==> src/zdofb_pkg.sv <==
// Shared constants and carriers for the device-object frame builder
package zdofb_pkg;

   // ----------------------------------------------------------------
   // Frame constants
   // ----------------------------------------------------------------
   localparam logic [7:0]  DELIM          = 8'h7E;
   localparam logic [7:0]  CSUM_BASE      = 8'hFF;
   localparam logic [7:0]  API_EXPL_TX    = 8'h11;
   localparam logic [7:0]  API_EXPL_RX    = 8'h91;
   localparam logic [15:0] EXPL_RX_FIXED  = 16'h0013;  // API id up to and incl. sequence byte
   localparam logic [15:0] CL_ADDR_REQ    = 16'h0000;
   localparam logic [15:0] CL_ACT_EP_REQ  = 16'h0005;
   localparam logic [15:0] CL_NBR_REQ     = 16'h0031;
   localparam logic [15:0] CL_ROUTE_REQ   = 16'h0032;
   localparam logic [15:0] CL_ADDR_RSP    = 16'h8000;
   localparam logic [15:0] CL_NBR_RSP     = 16'h8031;
   localparam logic [15:0] CL_ROUTE_RSP   = 16'h8032;

   // ----------------------------------------------------------------
   // Body byte positions of an explicit transmit frame (API id = 0)
   // ----------------------------------------------------------------
   localparam logic [7:0]  TX_POS_FID     = 8'h01;
   localparam logic [7:0]  TX_POS_SEP     = 8'h0C;
   localparam logic [7:0]  TX_POS_DEP     = 8'h0D;
   localparam logic [7:0]  TX_POS_CL_HI   = 8'h0E;
   localparam logic [7:0]  TX_POS_CL_LO   = 8'h0F;
   localparam logic [7:0]  TX_POS_PR_HI   = 8'h10;
   localparam logic [7:0]  TX_POS_PR_LO   = 8'h11;
   localparam logic [7:0]  TX_POS_SEQ     = 8'h14;
   localparam logic [7:0]  TX_POS_ADDR0   = 8'h15;
   localparam logic [7:0]  TX_POS_ADDR7   = 8'h1C;
   localparam logic [7:0]  TX_POS_RTYPE   = 8'h1D;
   localparam logic [7:0]  TX_POS_START   = 8'h1E;

   // ----------------------------------------------------------------
   // Byte positions of an outgoing explicit receive frame
   // ----------------------------------------------------------------
   localparam logic [4:0]  RX_POS_API     = 5'h03;
   localparam logic [4:0]  RX_POS_SEQ     = 5'h15;

   // ----------------------------------------------------------------
   // Carriers
   // ----------------------------------------------------------------
   typedef struct packed {
      logic [63:0] src_addr64;
      logic [15:0] src_addr16;
      logic [7:0]  src_ep;
      logic [7:0]  dst_ep;
      logic [15:0] cluster;
      logic [15:0] profile;
      logic [7:0]  rx_opts;
      logic [7:0]  seq;
      logic [7:0]  pay_len;
   } zdofb_rsp_s;

   typedef struct packed {
      logic [7:0]  frame_id;
      logic [15:0] cluster;
      logic        zdo;
      logic [7:0]  seq;
      logic [63:0] target64;
      logic [7:0]  req_type;
      logic [7:0]  start_index;
   } zdofb_req_s;

   typedef enum logic [4:0] {
      P_HUNT  = 5'b00001,
      P_LENHI = 5'b00010,
      P_LENLO = 5'b00100,
      P_BODY  = 5'b01000,
      P_CSUM  = 5'b10000
   } zdofb_pst_e;

   typedef enum logic [3:0] {
      B_IDLE = 4'b0001,
      B_HDR  = 4'b0010,
      B_PAY  = 4'b0100,
      B_CSUM = 4'b1000
   } zdofb_bst_e;

endpackage

==> src/zdofb_top.sv <==
// Device-side explicit frame parser and explicit receive frame builder
`timescale 1ns/1ps
module zdofb_top (
   input  wire logic               core_clk,
   input  wire logic               arst_n,
   input  wire logic               rx_valid,
   input  wire logic [7:0]         rx_data,
   output      zdofb_pkg::zdofb_req_s req,
   output      logic               req_valid,
   output      logic               status_req,
   output      logic               csum_error,
   input  wire logic               receiver_addressing_option,
   input  wire zdofb_pkg::zdofb_rsp_s rsp,
   input  wire logic               rsp_valid,
   output      logic               rsp_ready,
   input  wire logic [7:0]         pay_data,
   input  wire logic               pay_valid,
   output      logic               pay_ready,
   output      logic [7:0]         tx_data,
   output      logic               tx_valid,
   input  wire logic               tx_ready
);

   // ----------------------------------------------------------------
   // Incoming frame parser
   // ----------------------------------------------------------------
   zdofb_pkg::zdofb_pst_e pst;
   logic [15:0]           plen;
   logic [15:0]           pidx;
   logic [7:0]            psum;
   logic [7:0]            papi;
   zdofb_pkg::zdofb_req_s pcap;
   logic [7:0]            psep;
   logic [7:0]            pdep;
   logic [15:0]           pprof;

   always_ff @(posedge core_clk or negedge arst_n) begin
      if (!arst_n) begin
         pst  <= zdofb_pkg::P_HUNT;
         plen <= 16'h0000;
         pidx <= 16'h0000;
      end else if (rx_valid) begin
         case (pst)
            zdofb_pkg::P_HUNT: begin
               if (rx_data == zdofb_pkg::DELIM) pst <= zdofb_pkg::P_LENHI;
            end
            zdofb_pkg::P_LENHI: begin
               plen[15:8] <= rx_data;
               pst        <= zdofb_pkg::P_LENLO;
            end
            zdofb_pkg::P_LENLO: begin
               plen[7:0] <= rx_data;
               pidx      <= 16'h0000;
               // Empty frames carry no API id; treat as noise and resync
               pst <= ({plen[15:8], rx_data} == 16'h0000) ? zdofb_pkg::P_HUNT
                                                           : zdofb_pkg::P_BODY;
            end
            zdofb_pkg::P_BODY: begin
               pidx <= pidx + 16'h0001;
               if (pidx + 16'h0001 == plen) pst <= zdofb_pkg::P_CSUM;
            end
            zdofb_pkg::P_CSUM: pst <= zdofb_pkg::P_HUNT;
            default: pst <= zdofb_pkg::P_HUNT;
         endcase
      end
   end

   // Running sum over body bytes, checked against the trailing byte
   always_ff @(posedge core_clk or negedge arst_n) begin
      if (!arst_n) begin
         psum <= 8'h00;
      end else if (rx_valid) begin
         if (pst == zdofb_pkg::P_LENLO) psum <= 8'h00;
         else if (pst == zdofb_pkg::P_BODY) psum <= psum + rx_data;
      end
   end

   // Field capture by body position; long address arrives low byte first
   always_ff @(posedge core_clk or negedge arst_n) begin
      if (!arst_n) begin
         papi  <= 8'h00;
         pcap  <= '0;
         psep  <= 8'h00;
         pdep  <= 8'h00;
         pprof <= 16'h0000;
      end else if (rx_valid && pst == zdofb_pkg::P_LENLO) begin
         pcap <= '0;
      end else if (rx_valid && pst == zdofb_pkg::P_BODY && pidx[15:8] == 8'h00) begin
         if (pidx[7:0] == 8'h00) papi <= rx_data;
         if (pidx[7:0] == zdofb_pkg::TX_POS_FID) pcap.frame_id <= rx_data;
         if (pidx[7:0] == zdofb_pkg::TX_POS_SEP) psep <= rx_data;
         if (pidx[7:0] == zdofb_pkg::TX_POS_DEP) pdep <= rx_data;
         if (pidx[7:0] == zdofb_pkg::TX_POS_CL_HI) pcap.cluster[15:8] <= rx_data;
         if (pidx[7:0] == zdofb_pkg::TX_POS_CL_LO) pcap.cluster[7:0] <= rx_data;
         if (pidx[7:0] == zdofb_pkg::TX_POS_PR_HI) pprof[15:8] <= rx_data;
         if (pidx[7:0] == zdofb_pkg::TX_POS_PR_LO) pprof[7:0] <= rx_data;
         if (pidx[7:0] == zdofb_pkg::TX_POS_SEQ) pcap.seq <= rx_data;
         if (pidx[7:0] >= zdofb_pkg::TX_POS_ADDR0 && pidx[7:0] <= zdofb_pkg::TX_POS_ADDR7)
            pcap.target64 <= {rx_data, pcap.target64[63:8]};
         if (pcap.cluster == zdofb_pkg::CL_ADDR_REQ) begin
            if (pidx[7:0] == zdofb_pkg::TX_POS_RTYPE) pcap.req_type <= rx_data;
            if (pidx[7:0] == zdofb_pkg::TX_POS_START) pcap.start_index <= rx_data;
         end else if (pidx[7:0] == zdofb_pkg::TX_POS_ADDR0) begin
            pcap.start_index <= rx_data;
         end
      end
   end

   // Checked frame hand-off; a bad sum only raises a one-cycle flag
   always_ff @(posedge core_clk or negedge arst_n) begin
      if (!arst_n) begin
         req        <= '0;
         req_valid  <= 1'b0;
         status_req <= 1'b0;
         csum_error <= 1'b0;
      end else begin
         req_valid  <= 1'b0;
         status_req <= 1'b0;
         csum_error <= 1'b0;
         if (rx_valid && pst == zdofb_pkg::P_CSUM) begin
            if (psum + rx_data != zdofb_pkg::CSUM_BASE) begin
               csum_error <= 1'b1;
            end else if (papi == zdofb_pkg::API_EXPL_TX) begin
               req       <= pcap;
               req.zdo   <= (psep == 8'h00) && (pdep == 8'h00) && (pprof == 16'h0000);
               req_valid <= 1'b1;
               status_req <= (pcap.frame_id != 8'h00);
            end
         end
      end
   end

   // ----------------------------------------------------------------
   // Two-entry output buffer: head and spare, both registered
   // ----------------------------------------------------------------
   logic       push;
   logic [7:0] push_data;
   logic [7:0] spare;
   logic       spare_full;
   logic       buf_ready;
   logic       pop;

   assign buf_ready = !spare_full;
   assign pop       = tx_valid && tx_ready;

   always_ff @(posedge core_clk or negedge arst_n) begin
      if (!arst_n) begin
         tx_valid   <= 1'b0;
         tx_data    <= 8'h00;
         spare      <= 8'h00;
         spare_full <= 1'b0;
      end else begin
         if (!tx_valid || pop) begin
            if (spare_full) begin
               tx_data    <= spare;
               tx_valid   <= 1'b1;
               spare_full <= push;
               if (push) spare <= push_data;
            end else begin
               tx_valid <= push;
               if (push) tx_data <= push_data;
            end
         end else if (push) begin
            spare      <= push_data;
            spare_full <= 1'b1;
         end
      end
   end

   // ----------------------------------------------------------------
   // Explicit receive frame builder
   // ----------------------------------------------------------------
   zdofb_pkg::zdofb_bst_e bst;
   zdofb_pkg::zdofb_rsp_s hold;
   logic [4:0]            bidx;
   logic [7:0]            bcnt;
   logic [7:0]            bsum;
   logic [15:0]           blen;
   logic [7:0]            hdr_byte;
   logic                  take_pay;

   assign blen     = zdofb_pkg::EXPL_RX_FIXED + {8'h00, hold.pay_len};
   assign take_pay = pay_valid && pay_ready;

   // Header bytes in wire order; frame fields go high byte first
   always_comb begin
      case (bidx)
         5'h00:   hdr_byte = zdofb_pkg::DELIM;
         5'h01:   hdr_byte = blen[15:8];
         5'h02:   hdr_byte = blen[7:0];
         5'h03:   hdr_byte = zdofb_pkg::API_EXPL_RX;
         5'h0C:   hdr_byte = hold.src_addr16[15:8];
         5'h0D:   hdr_byte = hold.src_addr16[7:0];
         5'h0E:   hdr_byte = hold.src_ep;
         5'h0F:   hdr_byte = hold.dst_ep;
         5'h10:   hdr_byte = hold.cluster[15:8];
         5'h11:   hdr_byte = hold.cluster[7:0];
         5'h12:   hdr_byte = hold.profile[15:8];
         5'h13:   hdr_byte = hold.profile[7:0];
         5'h14:   hdr_byte = hold.rx_opts;
         5'h15:   hdr_byte = hold.seq;
         default: hdr_byte = hold.src_addr64[{3'(5'h0B - bidx), 3'b000} +: 8];
      endcase
   end

   always_comb begin
      push      = 1'b0;
      push_data = 8'h00;
      case (bst)
         zdofb_pkg::B_HDR: begin
            push      = buf_ready;
            push_data = hdr_byte;
         end
         zdofb_pkg::B_PAY: begin
            push      = take_pay;
            push_data = pay_data;
         end
         zdofb_pkg::B_CSUM: begin
            push      = buf_ready;
            push_data = zdofb_pkg::CSUM_BASE - bsum;
         end
         default: begin
            push      = 1'b0;
            push_data = 8'h00;
         end
      endcase
   end

   always_ff @(posedge core_clk or negedge arst_n) begin
      if (!arst_n) begin
         bst  <= zdofb_pkg::B_IDLE;
         hold <= '0;
         bidx <= 5'h00;
         bcnt <= 8'h00;
         bsum <= 8'h00;
      end else begin
         case (bst)
            zdofb_pkg::B_IDLE: begin
               bidx <= 5'h00;
               bsum <= 8'h00;
               // With the option off the response is consumed and withheld
               if (rsp_valid && rsp_ready && receiver_addressing_option) begin
                  hold <= rsp;
                  bst  <= zdofb_pkg::B_HDR;
               end
            end
            zdofb_pkg::B_HDR: begin
               if (push) begin
                  bidx <= bidx + 5'h01;
                  if (bidx >= zdofb_pkg::RX_POS_API) bsum <= bsum + hdr_byte;
                  if (bidx == zdofb_pkg::RX_POS_SEQ) begin
                     bcnt <= hold.pay_len;
                     bst  <= (hold.pay_len == 8'h00) ? zdofb_pkg::B_CSUM : zdofb_pkg::B_PAY;
                  end
               end
            end
            zdofb_pkg::B_PAY: begin
               if (take_pay) begin
                  bsum <= bsum + pay_data;
                  bcnt <= bcnt - 8'h01;
                  if (bcnt == 8'h01) bst <= zdofb_pkg::B_CSUM;
               end
            end
            zdofb_pkg::B_CSUM: begin
               if (push) bst <= zdofb_pkg::B_IDLE;
            end
            default: bst <= zdofb_pkg::B_IDLE;
         endcase
      end
   end

   // Handshake readies from flops; payload runs at most every other cycle
   always_ff @(posedge core_clk or negedge arst_n) begin
      if (!arst_n) begin
         rsp_ready <= 1'b0;
         pay_ready <= 1'b0;
      end else begin
         rsp_ready <= (bst == zdofb_pkg::B_IDLE) && !(rsp_valid && rsp_ready);
         pay_ready <= (bst == zdofb_pkg::B_PAY) && !take_pay && !push && !spare_full
                      && !(take_pay && bcnt == 8'h01);
      end
   end

endmodule
==> config.mk <==
export PLATFORM = sky130hd
export DESIGN_NAME = zdofb_top
export DESIGN_NICKNAME = d
export VERILOG_FILES = /design/src/zdofb_pkg.sv /design/src/zdofb_top.sv
export SDC_FILE = /design/constraint.sdc
export NUM_CORES = 1
export LEC_CHECK = 0
export BUFFER_PORTS_ARGS = -buffer_cell sky130_fd_sc_hd__clkbuf_2
export CORE_MARGIN = 2
export CORE_UTILIZATION = 55
export CTS_BUF_LIST = sky130_fd_sc_hd__clkbuf_16
export DETAILED_ROUTE_END_ITERATION = 10
export PLACE_DENSITY = 0.83
export REMOVE_ABC_BUFFERS = 1
export SLEW_MARGIN = 25
export SYNTH_ARGS = -nofsm -noshare
export SYNTH_HDL_FRONTEND = slang
export SYNTH_SLANG_ARGS = --single-unit
==> constraint.sdc <==
create_clock -name core_clk -period 5 [get_ports core_clk]
set_clock_uncertainty 0.15 [all_clocks]
set_input_delay 1 -clock core_clk [delete_from_list [all_inputs] [get_ports core_clk]]
set_output_delay 1 -clock core_clk [all_outputs]
set_load 0.02 [all_outputs]
Word-level counts from Yosys, hierarchy flattened
Index checks and enable logic that the tools add are counted.
{"block": "totals", "in_bits": 175, "ff_bits": 510}
{"block": "op_classes", "shifts": 1, "n_bitwise": 2, "eq_ne": 49, "order_cmp": 3, "n_addsub": 9, "n_mux": 59, "n_reduce_logical": 73}
{"op": "$mux 8", "count": 22}
{"op": "$mux 88", "count": 2}
{"op": "$pmux 8 s14", "count": 1}
{"op": "$mux 64", "count": 1}
{"op": "$shiftx 64x7->8", "count": 1}
{"op": "$eq 8x5->1 const B", "count": 7}
{"op": "$logic_not 16->1", "count": 3}
{"op": "$mux 24", "count": 2}
{"op": "$pmux 8 s3", "count": 2}
{"op": "$logic_not 8->1", "count": 5}
{"op": "$eq 5x5->1 const B", "count": 7}
{"op": "$eq 8x4->1 const B", "count": 4}
{"op": "$mux 4", "count": 8}
{"op": "$pmux 16 s2", "count": 1}
{"op": "$reduce_and 3->1", "count": 9}
{"op": "$reduce_bool 2->1", "count": 13}
{"op": "$eq 5x4->1 const B", "count": 5}
{"op": "$add 8x8->8", "count": 3}
{"op": "$reduce_and 2->1", "count": 11}
{"op": "$ne 2x2->1 const B", "count": 10}
{"op": "$pmux 5 s4", "count": 1}
{"op": "$logic_and 1x1->1", "count": 17}
{"op": "$add 16x1->16 const B", "count": 1}
{"op": "$eq 16x16->1", "count": 1}
{"op": "other kinds (34)", "count": 59}

Logic depth before layout (Yosys ltp)
Gate-level depths: netlist of run 1.
{"block": "logic_depth", "word_depth": 7, "depth_mapped": 22}

Worst setup path before layout of run 1
Ideal clock, no wire load.
{"block": "synth_path", "path_type": "register to register", "startpoint": "register bidx[2]", "endpoint": "register bsum[7]", "slack_ps": 335, "required_ps": 4785, "stages_incl_launch_ff": 20, "arrival_time_ps": 4449, "path_cell_list": "dfrtp_1 -> clkbuf_1 -> clkbuf_1 -> buf_1 -> and3_1 -> ha_1 -> buf_1 -> a221o_1 -> a221oi_2 -> a2111oi_0 -> nand2_1 -> o21a_1 -> ha_1 -> a21o_1 -> a211oi_1 -> o21ai_0 -> a211o_1 -> a2111oi_0 -> nor2_1 -> nand2_1"}
{"block": "synth_via", "elab_chain_len": 7}
{"item": "start, declared", "line_no": "zdofb_top.sv:175", "rtl": "logic [4:0] bidx;"}
{"item": "start signal, assigned", "line_no": "zdofb_top.sv:249", "rtl": "bidx <= bidx + 5'h01;"}
{"item": "$sub 2x3->3", "line_no": "zdofb_top.sv:202", "rtl": "default: hdr_byte = hold.src_addr64[{3'(5'h0B - bidx), 3'b000} +: 8];"}
{"item": "$shiftx 64x7->8", "line_no": "zdofb_top.sv:202"}
{"item": "$pmux 8 s14", "line_no": "zdofb_top.sv:187", "rtl": "case (bidx)"}
{"item": "$add 8x8->8", "line_no": "zdofb_top.sv:250", "rtl": "if (bidx >= zdofb_pkg::RX_POS_API) bsum <= bsum + hdr_byte;"}
{"item": "$mux 8", "line_no": "zdofb_top.sv:250"}
{"item": "$mux 8", "line_no": "zdofb_top.sv:248", "rtl": "if (push) begin"}
{"item": "$pmux 8 s3", "line_no": "zdofb_top.sv:237", "rtl": "case (bst)"}
{"item": "end signal, assigned", "line_no": "zdofb_top.sv:250"}
{"item": "end signal, assigned", "line_no": "zdofb_top.sv:259", "rtl": "bsum <= bsum + pay_data;"}
{"item": "end, declared", "line_no": "zdofb_top.sv:177", "rtl": "logic [7:0] bsum;"}
Several ways; a longest one is shown, not always the timed one. The select of a mux whose other input is x is not followed.
A chain may end at the register's enable or synchronous reset.

Final worst setup path of run 1
{"block": "layout_path", "startpoint": "register bidx[3]", "endpoint": "register bsum[7]"}
{"block": "layout_via", "elab_chain_len": 6}
{"item": "$eq 5x5->1, or another cell as far along", "line_no": "zdofb_top.sv:187"}
{"item": "$pmux 8 s14", "line_no": "zdofb_top.sv:187"}
{"item": "$add 8x8->8", "line_no": "zdofb_top.sv:250"}
{"item": "$mux 8", "line_no": "zdofb_top.sv:250"}
{"item": "$mux 8", "line_no": "zdofb_top.sv:248"}
{"item": "$pmux 8 s3", "line_no": "zdofb_top.sv:237"}
Several ways; a longest one is shown, not always the timed one. The select of a mux whose other input is x is not followed.

==> results of run 1 <==
-- power breakdown --
part	internal (mW)	total, mW	switching [mW]	leakage (nW)
Clock	2.25	3.90	1.65	0.838
Combinational	1.49	2.94	1.45	5.63
Sequential	5.02	5.73	0.712	6.79
Total	8.76	12.6	3.81	13.3
-- routing by layer --
metal	wire length, um	global-route usage
met4	2938	0.1372
met3	4133	0.04818
met2	29270	0.4464
met5	0	0
met1	23710	0.3554
-- worst paths after layout --
kind	endpoint	slack [ps]	cells after the start
min in group core_clk	spare[7]	340	2
hold reg to reg	spare[7]	340	2
setup / recovery	bsum[7]	390	16
setup reg to reg	bsum[7]	390	16
hold / removal	req[16]	300	1
max in group asynchronous	req[82]	3140	2
-- logic make-up after synthesis --
logic type / after synthesis / share of synthesized area
buffers and inverters: 148 / 0.02842
flip-flops: 510 / 0.5481
adder cells (fa/ha/maj): 30 / 0.01666
multiplexers: 386 / 0.2035
AND/OR/NAND/NOR: 501 / 0.09961
XOR/XNOR: 45 / 0.01692
AO/OA/AOI/OAI: 318 / 0.08672
-- flip-flops by register name, summed over array words and instances (netlist names), 16 cells and up --
register  cells
req         113
hold        152
pprof        16
pcap        112
pidx         16
plen         16
-- critical path, cell delays in order, from the launching register on --
cell and delay [ps]:
dfrtp_1 770, and3_1 260, ha_1 400, a221o_1 200
a221oi_2 50, a2111oi_0 400, buf_4 190, nand2_1 50
o21a_1 160, ha_1 270, a21o_1 200, a211oi_1 340
o21ai_0 250, a211o_1 300, a2111oi_0 420, nor2_1 100
nand2_1 70
-- final cells by class --
| type | instances | area (sq um) |
|---|---|---|
| Fill cell | 3037 | 14730 |
| Sequential cell | 510 | 12770 |
| Multi-Input combinational cell | 1280 | 9907 |
| Timing Repair Buffer | 347 | 1974 |
| Clock buffer | 50 | 1251 |
| Tap cell | 539 | 674.4 |
| Clock inverter | 38 | 432.9 |
| Inverter | 28 | 105.1 |
| Antenna cell | 5 | 12.51 |
-- Yosys cell counts (6+ instances only) --
cell type	number
ha_1	27
mux2_2	259
a21oi_1	113
nand2b_1	10
nand3_1	31
nor2b_1	8
xor2_1	20
nor4b_1	6
clkbuf_1	89
nor3_1	20
buf_2	10
a22o_1	14
or3_1	6
nand2_1	243
o31ai_1	8
nor4_1	29
mux2i_1	40
nand4_1	15
mux2_4	70
inv_1	28
o21ai_0	74
o221ai_1	7
a32oi_1	7
nor2_1	89
buf_1	12
dfrtp_1	508
xnor2_1	25
a211oi_1	7
and3_1	15
a22oi_1	25
buf_8	8
a21o_1	7
mux4_2	16
-- per-stage QoR --
step	worst slack, ps	utilization
after floorplan	-3557	-
after global placement	467.4	0.6071
after detailed placement	398.1	0.6071
after CTS	406.3	0.6474
after global routing	-10.87	0.6481
final	390.1	0.6481
==> flow_metrics.tcl, run 1 <==
set metrics [dict create \
    cts_tree "built" \
    grt_pass1_vias 17360 \
    finalHoldViolations 0 \
    synth.top_cell.area_share 0.5459 \
    routed_wl_mm 60.04 \
    synthDistinctLibCells 74 \
    fin_cells 2797 \
    irDropWorstVdd_v 0.0002950 \
    cts_sinks 510 \
    startpoint "bidx[3]" \
    drive_above_1_share 0.3520 \
    cts.repair.resized 0 \
    netlist_top_cells_area "dfrtp_1 (55%), mux2_2 (13%), mux2_4 (4.5%)" \
    final_cell_mix "dfrtp_1 (507), clkbuf_2 (300), mux2_2 (259)" \
    fp.dieArea_sq_mm 0.04400 \
    avgSynthCellArea_sq_um 12.02 \
    yosysWarnings 0 \
    fin_total_pwr_mw 12.56 \
    synth_seq_area_share 0.5481 \
    synth-edff-count 0 \
    syn_area_sq_mm 0.02329 \
    portBuffers 301 \
    firstDrtPassIters 5 \
    fin_hold_ws_ps 298.8 \
    core_sq_mm 0.04185 \
    p_leak_nw 13.26 \
    netlist_instances 1938 \
    maxCapViolations 0 \
    ctsLongestPathBuffers 3 \
    clk-insertion-delay-late_ps 610 \
    final_common_cell "dfrtp_1" \
    hpwlAfterDp_mm 41.35 \
    path_clk_slew_ps 70 \
    yosys.area.top_type "dfrtp_1" \
    r2r_start "bidx[3]" \
    dieWidth_um 209.8 \
    cts_made_buffers 50 \
    end_kind "flip-flop" \
    antenna_found_initial 5 \
    post_dp_cell_area_sq_mm 0.02541 \
    io_pins 302 \
    status "finished clean" \
    crit_required_ps 5400 \
    critical_path_class "reg -> reg" \
    finalCriticalPeriod_ps 4610 \
    post_drt_wl_per_cell_um 21.47 \
    row_count 75 \
    vias_per_cell 6.036 \
    startpoint_type "flip-flop" \
    setup_viol 0 \
    fin_area_sq_mm 0.02712 \
    synth-async-reset-ratio 1.000 \
    start_util 0.5564 \
    finalSetupTns_ps 0 \
    drt-initial-drc-count 1647 \
    grt_pass1_wl_mm 95.12 \
    drc_errors 0 \
    place_congestion 0.9654 \
    post_cts_buffers 0 \
    fmax_mhz 216.9 \
    nets 2421 \
    grt_overflow 0 \
    grt_use_total 0.2737 \
    worst_pin_slew_ps 989.5 \
    drv_slew 0 \
    vias 16880 \
    grt_max_degree 118 \
    htree_levels 2 \
    synth_seq_cells 510 \
    synth_flop_cell "dfrtp_1" \
    cts_root_buffer "clkbuf_16" \
    cts_hold_buf 0 \
    holdCritPathClass "in -> async" \
    area_growth_pct 16.47 \
    slew_headroom 0.3403 \
    path_max_fanout 21 \
    die_h_um 209.8 \
    dp_cells 2704 \
    ant_nets 0 \
    critical_path_arrival_ps 5010 \
    finalCritPeriodShare 0.9220 \
    p_per_area_mw_per_mm2 463.2 \
]
No activity file was read; power rests on OpenSTA's default activity.
==> run 2, diff against run 1 <==
--- a/config.mk
+++ b/config.mk
@@ -9,8 +9,9 @@
 export CORE_MARGIN = 2
 export CORE_UTILIZATION = 55
 export CTS_BUF_LIST = sky130_fd_sc_hd__clkbuf_16
+export CTS_CLUSTER_DIAMETER = 150
 export DETAILED_ROUTE_END_ITERATION = 10
-export PLACE_DENSITY = 0.83
+export PLACE_DENSITY = 0.87
 export REMOVE_ABC_BUFFERS = 1
 export SLEW_MARGIN = 25
 export SYNTH_ARGS = -nofsm -noshare
==> run 2 against run 1 <==
Worst hold slack improved by 18 ps. Cell count rose by 0.14%. First-iteration DRC count fell by 0.73%. Setup slack got worse by 43 ps. Design area fell by 0.12%.
==> flow_metrics.tcl, run 2 (synthesis results as in run 1) <==
set metrics [dict create \
    place_congestion 0.9834 \
    ant_nets 0 \
    reg2reg_to "bsum[7]" \
    io_pins 302 \
    cts_tree "built" \
    cts_made_buffers 51 \
    grt_overflow 0 \
    largest_register_ff_count 152 \
    drv_slew 0 \
    top_usage_layer "met2" \
    cts_root_buffer "clkbuf_16" \
    setup_viol 0 \
    path_max_fanout 8 \
    post_drt_wl_per_cell_um 21.64 \
    finalCritPeriodShare 0.9307 \
    fp.dieArea_sq_mm 0.04400 \
    finalSetupTns_ps 0 \
    cts_sinks 510 \
    drive_above_1_share 0.3503 \
    crit_top_cell "ha_1" \
    endpoint "bsum[7]" \
    area_growth_pct 16.33 \
    top_regs "hold (152), req (113), pcap (112)" \
    antenna_found_initial 8 \
    startpoint_type "flip-flop" \
    grtUsageMet3 0.04968 \
    row_count 75 \
    nets 2418 \
    grt_use_total 0.2754 \
    r2r_cells 17 \
    portBuffers 301 \
    grt_util_met2 0.4585 \
    r2r_start "bidx[0]" \
    ctsLongestPathBuffers 3 \
    grt_max_degree 111 \
    htree_levels 2 \
    maxCapViolations 0 \
    fin_total_pwr_mw 12.59 \
    firstDrtPassIters 5 \
    drt-initial-drc-count 1635 \
    cts_hold_buf 0 \
    path_cells "ha_1 -> and3_1 -> ha_1 -> buf_4 -> a22oi_1 -> o31ai_1 -> a2111oi_0 -> nand2_1 -> o21a_1 -> ha_1 -> a21o_1 -> a211oi_1 -> o21ai_0 -> a211o_1 -> a2111oi_0 -> nor2_1 -> nand2_1" \
    core_sq_mm 0.04185 \
    post_cts_buffers 0 \
    finalHoldViolations 0 \
    slew_headroom 0.3540 \
    die_h_um 209.8 \
    use_met1 0.3479 \
    vias_per_cell 6.039 \
    grt_pass1_vias 17440 \
    cp_slowest_cell "a2111oi_0" \
    finalCriticalPeriod_ps 4653 \
    worst_pin_slew_ps 960.2 \
    status "finished clean" \
    fin_util 0.6473 \
    cts.repair.resized 0 \
    slowest_delay_ps 700 \
    crit_required_ps 5390 \
    clk-insertion-delay-late_ps 610 \
    final_cell_mix "dfrtp_1 (508), clkbuf_2 (300), mux2_2 (259)" \
    final_common_cell "dfrtp_1" \
    hpwlAfterDp_mm 40.98 \
    rsz0062_at_grt "no" \
    grt_pass1_wl_mm 95.43 \
    drc_errors 0 \
    critical_path_class "reg -> reg" \
    holdCritPathClass "in -> async" \
    routed_wl_mm 60.60 \
    critical_path_arrival_ps 5050 \
    vias 16910 \
    regToRegSetupSlack_ps 350 \
    irDropWorstVdd_v 0.0002920 \
    path_clk_slew_ps 60 \
    largest-register "hold" \
    fmax_mhz 214.9 \
    p_leak_nw 13.26 \
    dieWidth_um 209.8 \
    p_per_area_mw_per_mm2 464.7 \
    startpoint "bidx[0]" \
    end_kind "flip-flop" \
    start_util 0.5564 \
]
-- run 2: cell count changes in the layout (fill, tap and decap cells not counted), sizes merged --
cell,before,now
inv,35,40
buf,47,43
bufinv,8,6
clkbuf,350,352
clkinvlp,3,5
diode,5,7
clkinv,20,19
-- run 2: area by class of cell --
type | instances | area, sq um
Clock inverter | 42 | 399.1
Inverter | 28 | 105.1
Antenna cell | 7 | 17.52
Multi-Input combinational cell | 1280 | 9906
Sequential cell | 510 | 12760
Timing Repair Buffer | 343 | 1923
Tap cell | 539 | 674.4
Fill cell | 2961 | 14760
Clock buffer | 52 | 1301
-- run 2: power by group --
part	switching, mW	internal, mW
Clock	1.67	2.21
Combinational	1.47	1.48
Sequential	0.737	5.02
-- run 2: critical path, delay by kind of cell, from the launching register on --
kind            cells  cell delay (ps)
flops               1              480
buf+inv             1              180
compound gates      9             2620
fa+ha+maj           3              720
simple gates        4              440
-- run 2: worst min-delay path by stage --
stage,from,endpoint,slack [ps],cells past startpoint
floorplan,spare[7],spare[7],290,2
global placement,rsp_ready,rsp_ready,310,1
CTS,spare[7],spare[7],330,2
detailed placement,spare[7],spare[7],310,2
global route,spare[7],spare[7],350,2
finish,arst_n,req[20],320,1
-- run 2: per-stage QoR --
stage          worst slack, ps  std cells  hold slack [ps]  instance area (sq um)
6_report                 346.6       2801            317.2                  27090
5_1_grt                  32.86       2801            345.1                  27090
4_1_cts                  401.9       2794            326.0                  27060
3_5_place_dp             425.5       2700            313.1                  25360
3_3_place_gp             435.2       2700            306.1                  25360
2_1_floorplan            -3557       1818            291.3                  22730
-- run 2: metal layers --
metal / routed length (um) / share of wire
met3: 4186 / 0.069
met4: 3079 / 0.051
met2: 29930 / 0.49
met5: 14 / 0.00023
met1: 23390 / 0.39
==> run 3, diff against run 2 <==
==> constraint.sdc (replaced) <==
create_clock -name core_clk -period 5 [get_ports core_clk]
set_clock_uncertainty 0.15 [all_clocks]
set_input_delay 0.25 -clock core_clk [delete_from_list [all_inputs] [get_ports core_clk]]
set_output_delay 0.25 -clock core_clk [all_outputs]
set_load 0.02 [all_outputs]
==> run 3 against run 2 <==
Highest routed layer is now met4. Clock power is 2% higher. Largest power group unchanged. Flip-flop and latch count stayed put. Sequential share of layout area decreased by 2.6 points. Global-route usage grew 3.7 points. Total power grew 2.8%. Utilization up 3.8 points. First-iteration DRC count increased by 22%. Clock-buffer cell count is 2 higher. Critical path type unchanged. Critical path depth down 1.
==> flow_metrics.tcl, run 3 (synthesis results as in run 1) <==
set metrics [dict create \
    status "finished clean" \
    drc_errors 0 \
    core_sq_mm 0.04185 \
    regToRegSetupSlack_ps 180 \
    finalCriticalPeriod_ps 4821 \
    path_max_fanout 9 \
    fin_ws_ps 179.4 \
    clk-insertion-delay-late_ps 620 \
    fin_area_sq_mm 0.02867 \
    final_cell_mix "dfrtp_1 (507), clkbuf_2 (300), mux2_2 (259)" \
    drt-initial-drc-count 1994 \
    place_congestion 0.9746 \
    path_clk_slew_ps 60 \
    critical_path_class "reg -> reg" \
    p_per_area_mw_per_mm2 451.5 \
    final_common_cell "dfrtp_1" \
    area_growth_pct 23.09 \
    holdCritPathClass "in -> reg" \
    portBuffers 301 \
    row_count 75 \
    end_kind "flip-flop" \
    post_drt_wl_per_cell_um 23.41 \
    grt_pass1_vias 19010 \
    grt_pass1_wl_mm 107.1 \
    cts_tree "built" \
    startpoint_type "flip-flop" \
    hpwlAfterDp_mm 41.35 \
    grt_use_total 0.3124 \
    die_h_um 209.8 \
    post_cts_buffers 0 \
    cts_sinks 510 \
    nets 2575 \
    antenna_found_initial 10 \
    grt_max_degree 141 \
    firstDrtPassIters 6 \
    largest-register "hold" \
    crit_required_ps 5400 \
    irDropWorstVdd_v 0.0003153 \
    min-delay-start "rx_data[2]" \
    vias 18400 \
    fmax_mhz 207.4 \
    p_leak_nw 13.89 \
    rsz0062_at_grt "no" \
    worst_pin_slew_ps 1022 \
    dieWidth_um 209.8 \
    fp.dieArea_sq_mm 0.04400 \
    largest_register_ff_count 152 \
    reg2reg_to "bsum[7]" \
    vias_per_cell 6.206 \
    start_util 0.5564 \
    top_regs "hold (152), req (113), pcap (112)" \
    r2r_start "bidx[0]" \
    hold_depth 3 \
    grt_overflow 0 \
    holdPathEnd "pcap[74]" \
    ctsLongestPathBuffers 3 \
    finalCritPeriodShare 0.9641 \
    cts_made_buffers 53 \
    maxCapViolations 0 \
    drv_slew 0 \
    slew_headroom 0.3124 \
    r2r_cells 16 \
    drive_above_1_share 0.3222 \
    post_dp_cell_area_sq_mm 0.02525 \
    critical_path_arrival_ps 5220 \
    dp_slack_ps 324.8 \
    setup_viol 0 \
    io_pins 302 \
    routed_wl_mm 69.40 \
    finalHoldViolations 0 \
    htree_levels 2 \
    cts_root_buffer "clkbuf_16" \
    ant_nets 0 \
]
-- run 3: through the flow --
stage | power, mW | setup TNS [ps] | hold WS [ps] | instances | util
floorplan | 7.666 | -619160 | -195.6 | 1818 | -
finish | 12.94 | 0 | 64.72 | 2965 | 0.6849
CTS | 12.74 | 0 | 19.85 | 2954 | 0.6838
detailed placement | 8.717 | 0 | 182.9 | 2689 | 0.6032
global route | 13.44 | 0 | 73.56 | 2964 | 0.6848
global placement | 8.531 | 0 | 176.6 | 2689 | 0.6032
-- run 3: timing repair --
| item | 4_1_cts | 5_1_grt |
|---|---|---|
| setup endpoints to repair | 0 | 1 |
| hold endpoints to repair | 265 | 0 |
| hold buffers | 166 | 0 |
| gates resized for setup | 0 | 2 |
-- run 3: routing by layer --
metal | part of all wire | track usage | routed length (um) | vias to the layer above
met5 | 0 | 0 | 0 | -
met4 | 0.067 | 0.1976 | 4670 | 0
met3 | 0.080 | 0.07975 | 5554 | 349
met2 | 0.49 | 0.5143 | 33800 | 1051
met1 | 0.37 | 0.3678 | 25370 | 9180
li1 | - | - | - | 7822
-- run 3: worst max-delay path by stage --
| stage | startpoint | to | slack, ps | cells past startpoint |
|---|---|---|---|---|
| floorplan | bst[0] | hold[100] | -3500 | 4 |
| global placement | bidx[2] | bsum[7] | 380 | 15 |
| detailed placement | bidx[2] | bsum[7] | 320 | 15 |
| CTS | bidx[2] | bsum[7] | 270 | 15 |
| global route | bidx[0] | bsum[7] | 70 | 16 |
| finish | bidx[0] | bsum[7] | 180 | 16 |
-- run 3: power by group --
group / switching [mW] / internal, mW / total (mW)
clock network: 1.72 / 2.22 / 3.94
registers: 0.819 / 5.02 / 5.84
logic: 1.59 / 1.57 / 3.16
-- run 3: layout make-up --
cell class / instances / area [sq um]
Multi-Input combinational cell: 1280 / 9906
Timing Repair Buffer: 498 / 3473
Sequential cell: 510 / 12770
Clock inverter: 45 / 361.6
Inverter: 28 / 105.1
Clock buffer: 54 / 1351
Fill cell: 2759 / 13190
Antenna cell: 11 / 27.53
Tap cell: 539 / 674.4
-- run 3: worst max-delay path, cell delays in order, from the launching register on --
cell and delay, ps:
dfrtp_1 470, inv_1 120, ha_1 350, and4b_1 350, a22oi_1 290, nand2_1 150, a2111oi_1 560, nand2_1 130
o21a_1 160, ha_1 270, a21o_1 200, a211oi_1 420, o21ai_0 280, a211o_1 320, a2111oi_0 410, nor2_1 80
nand2_1 60
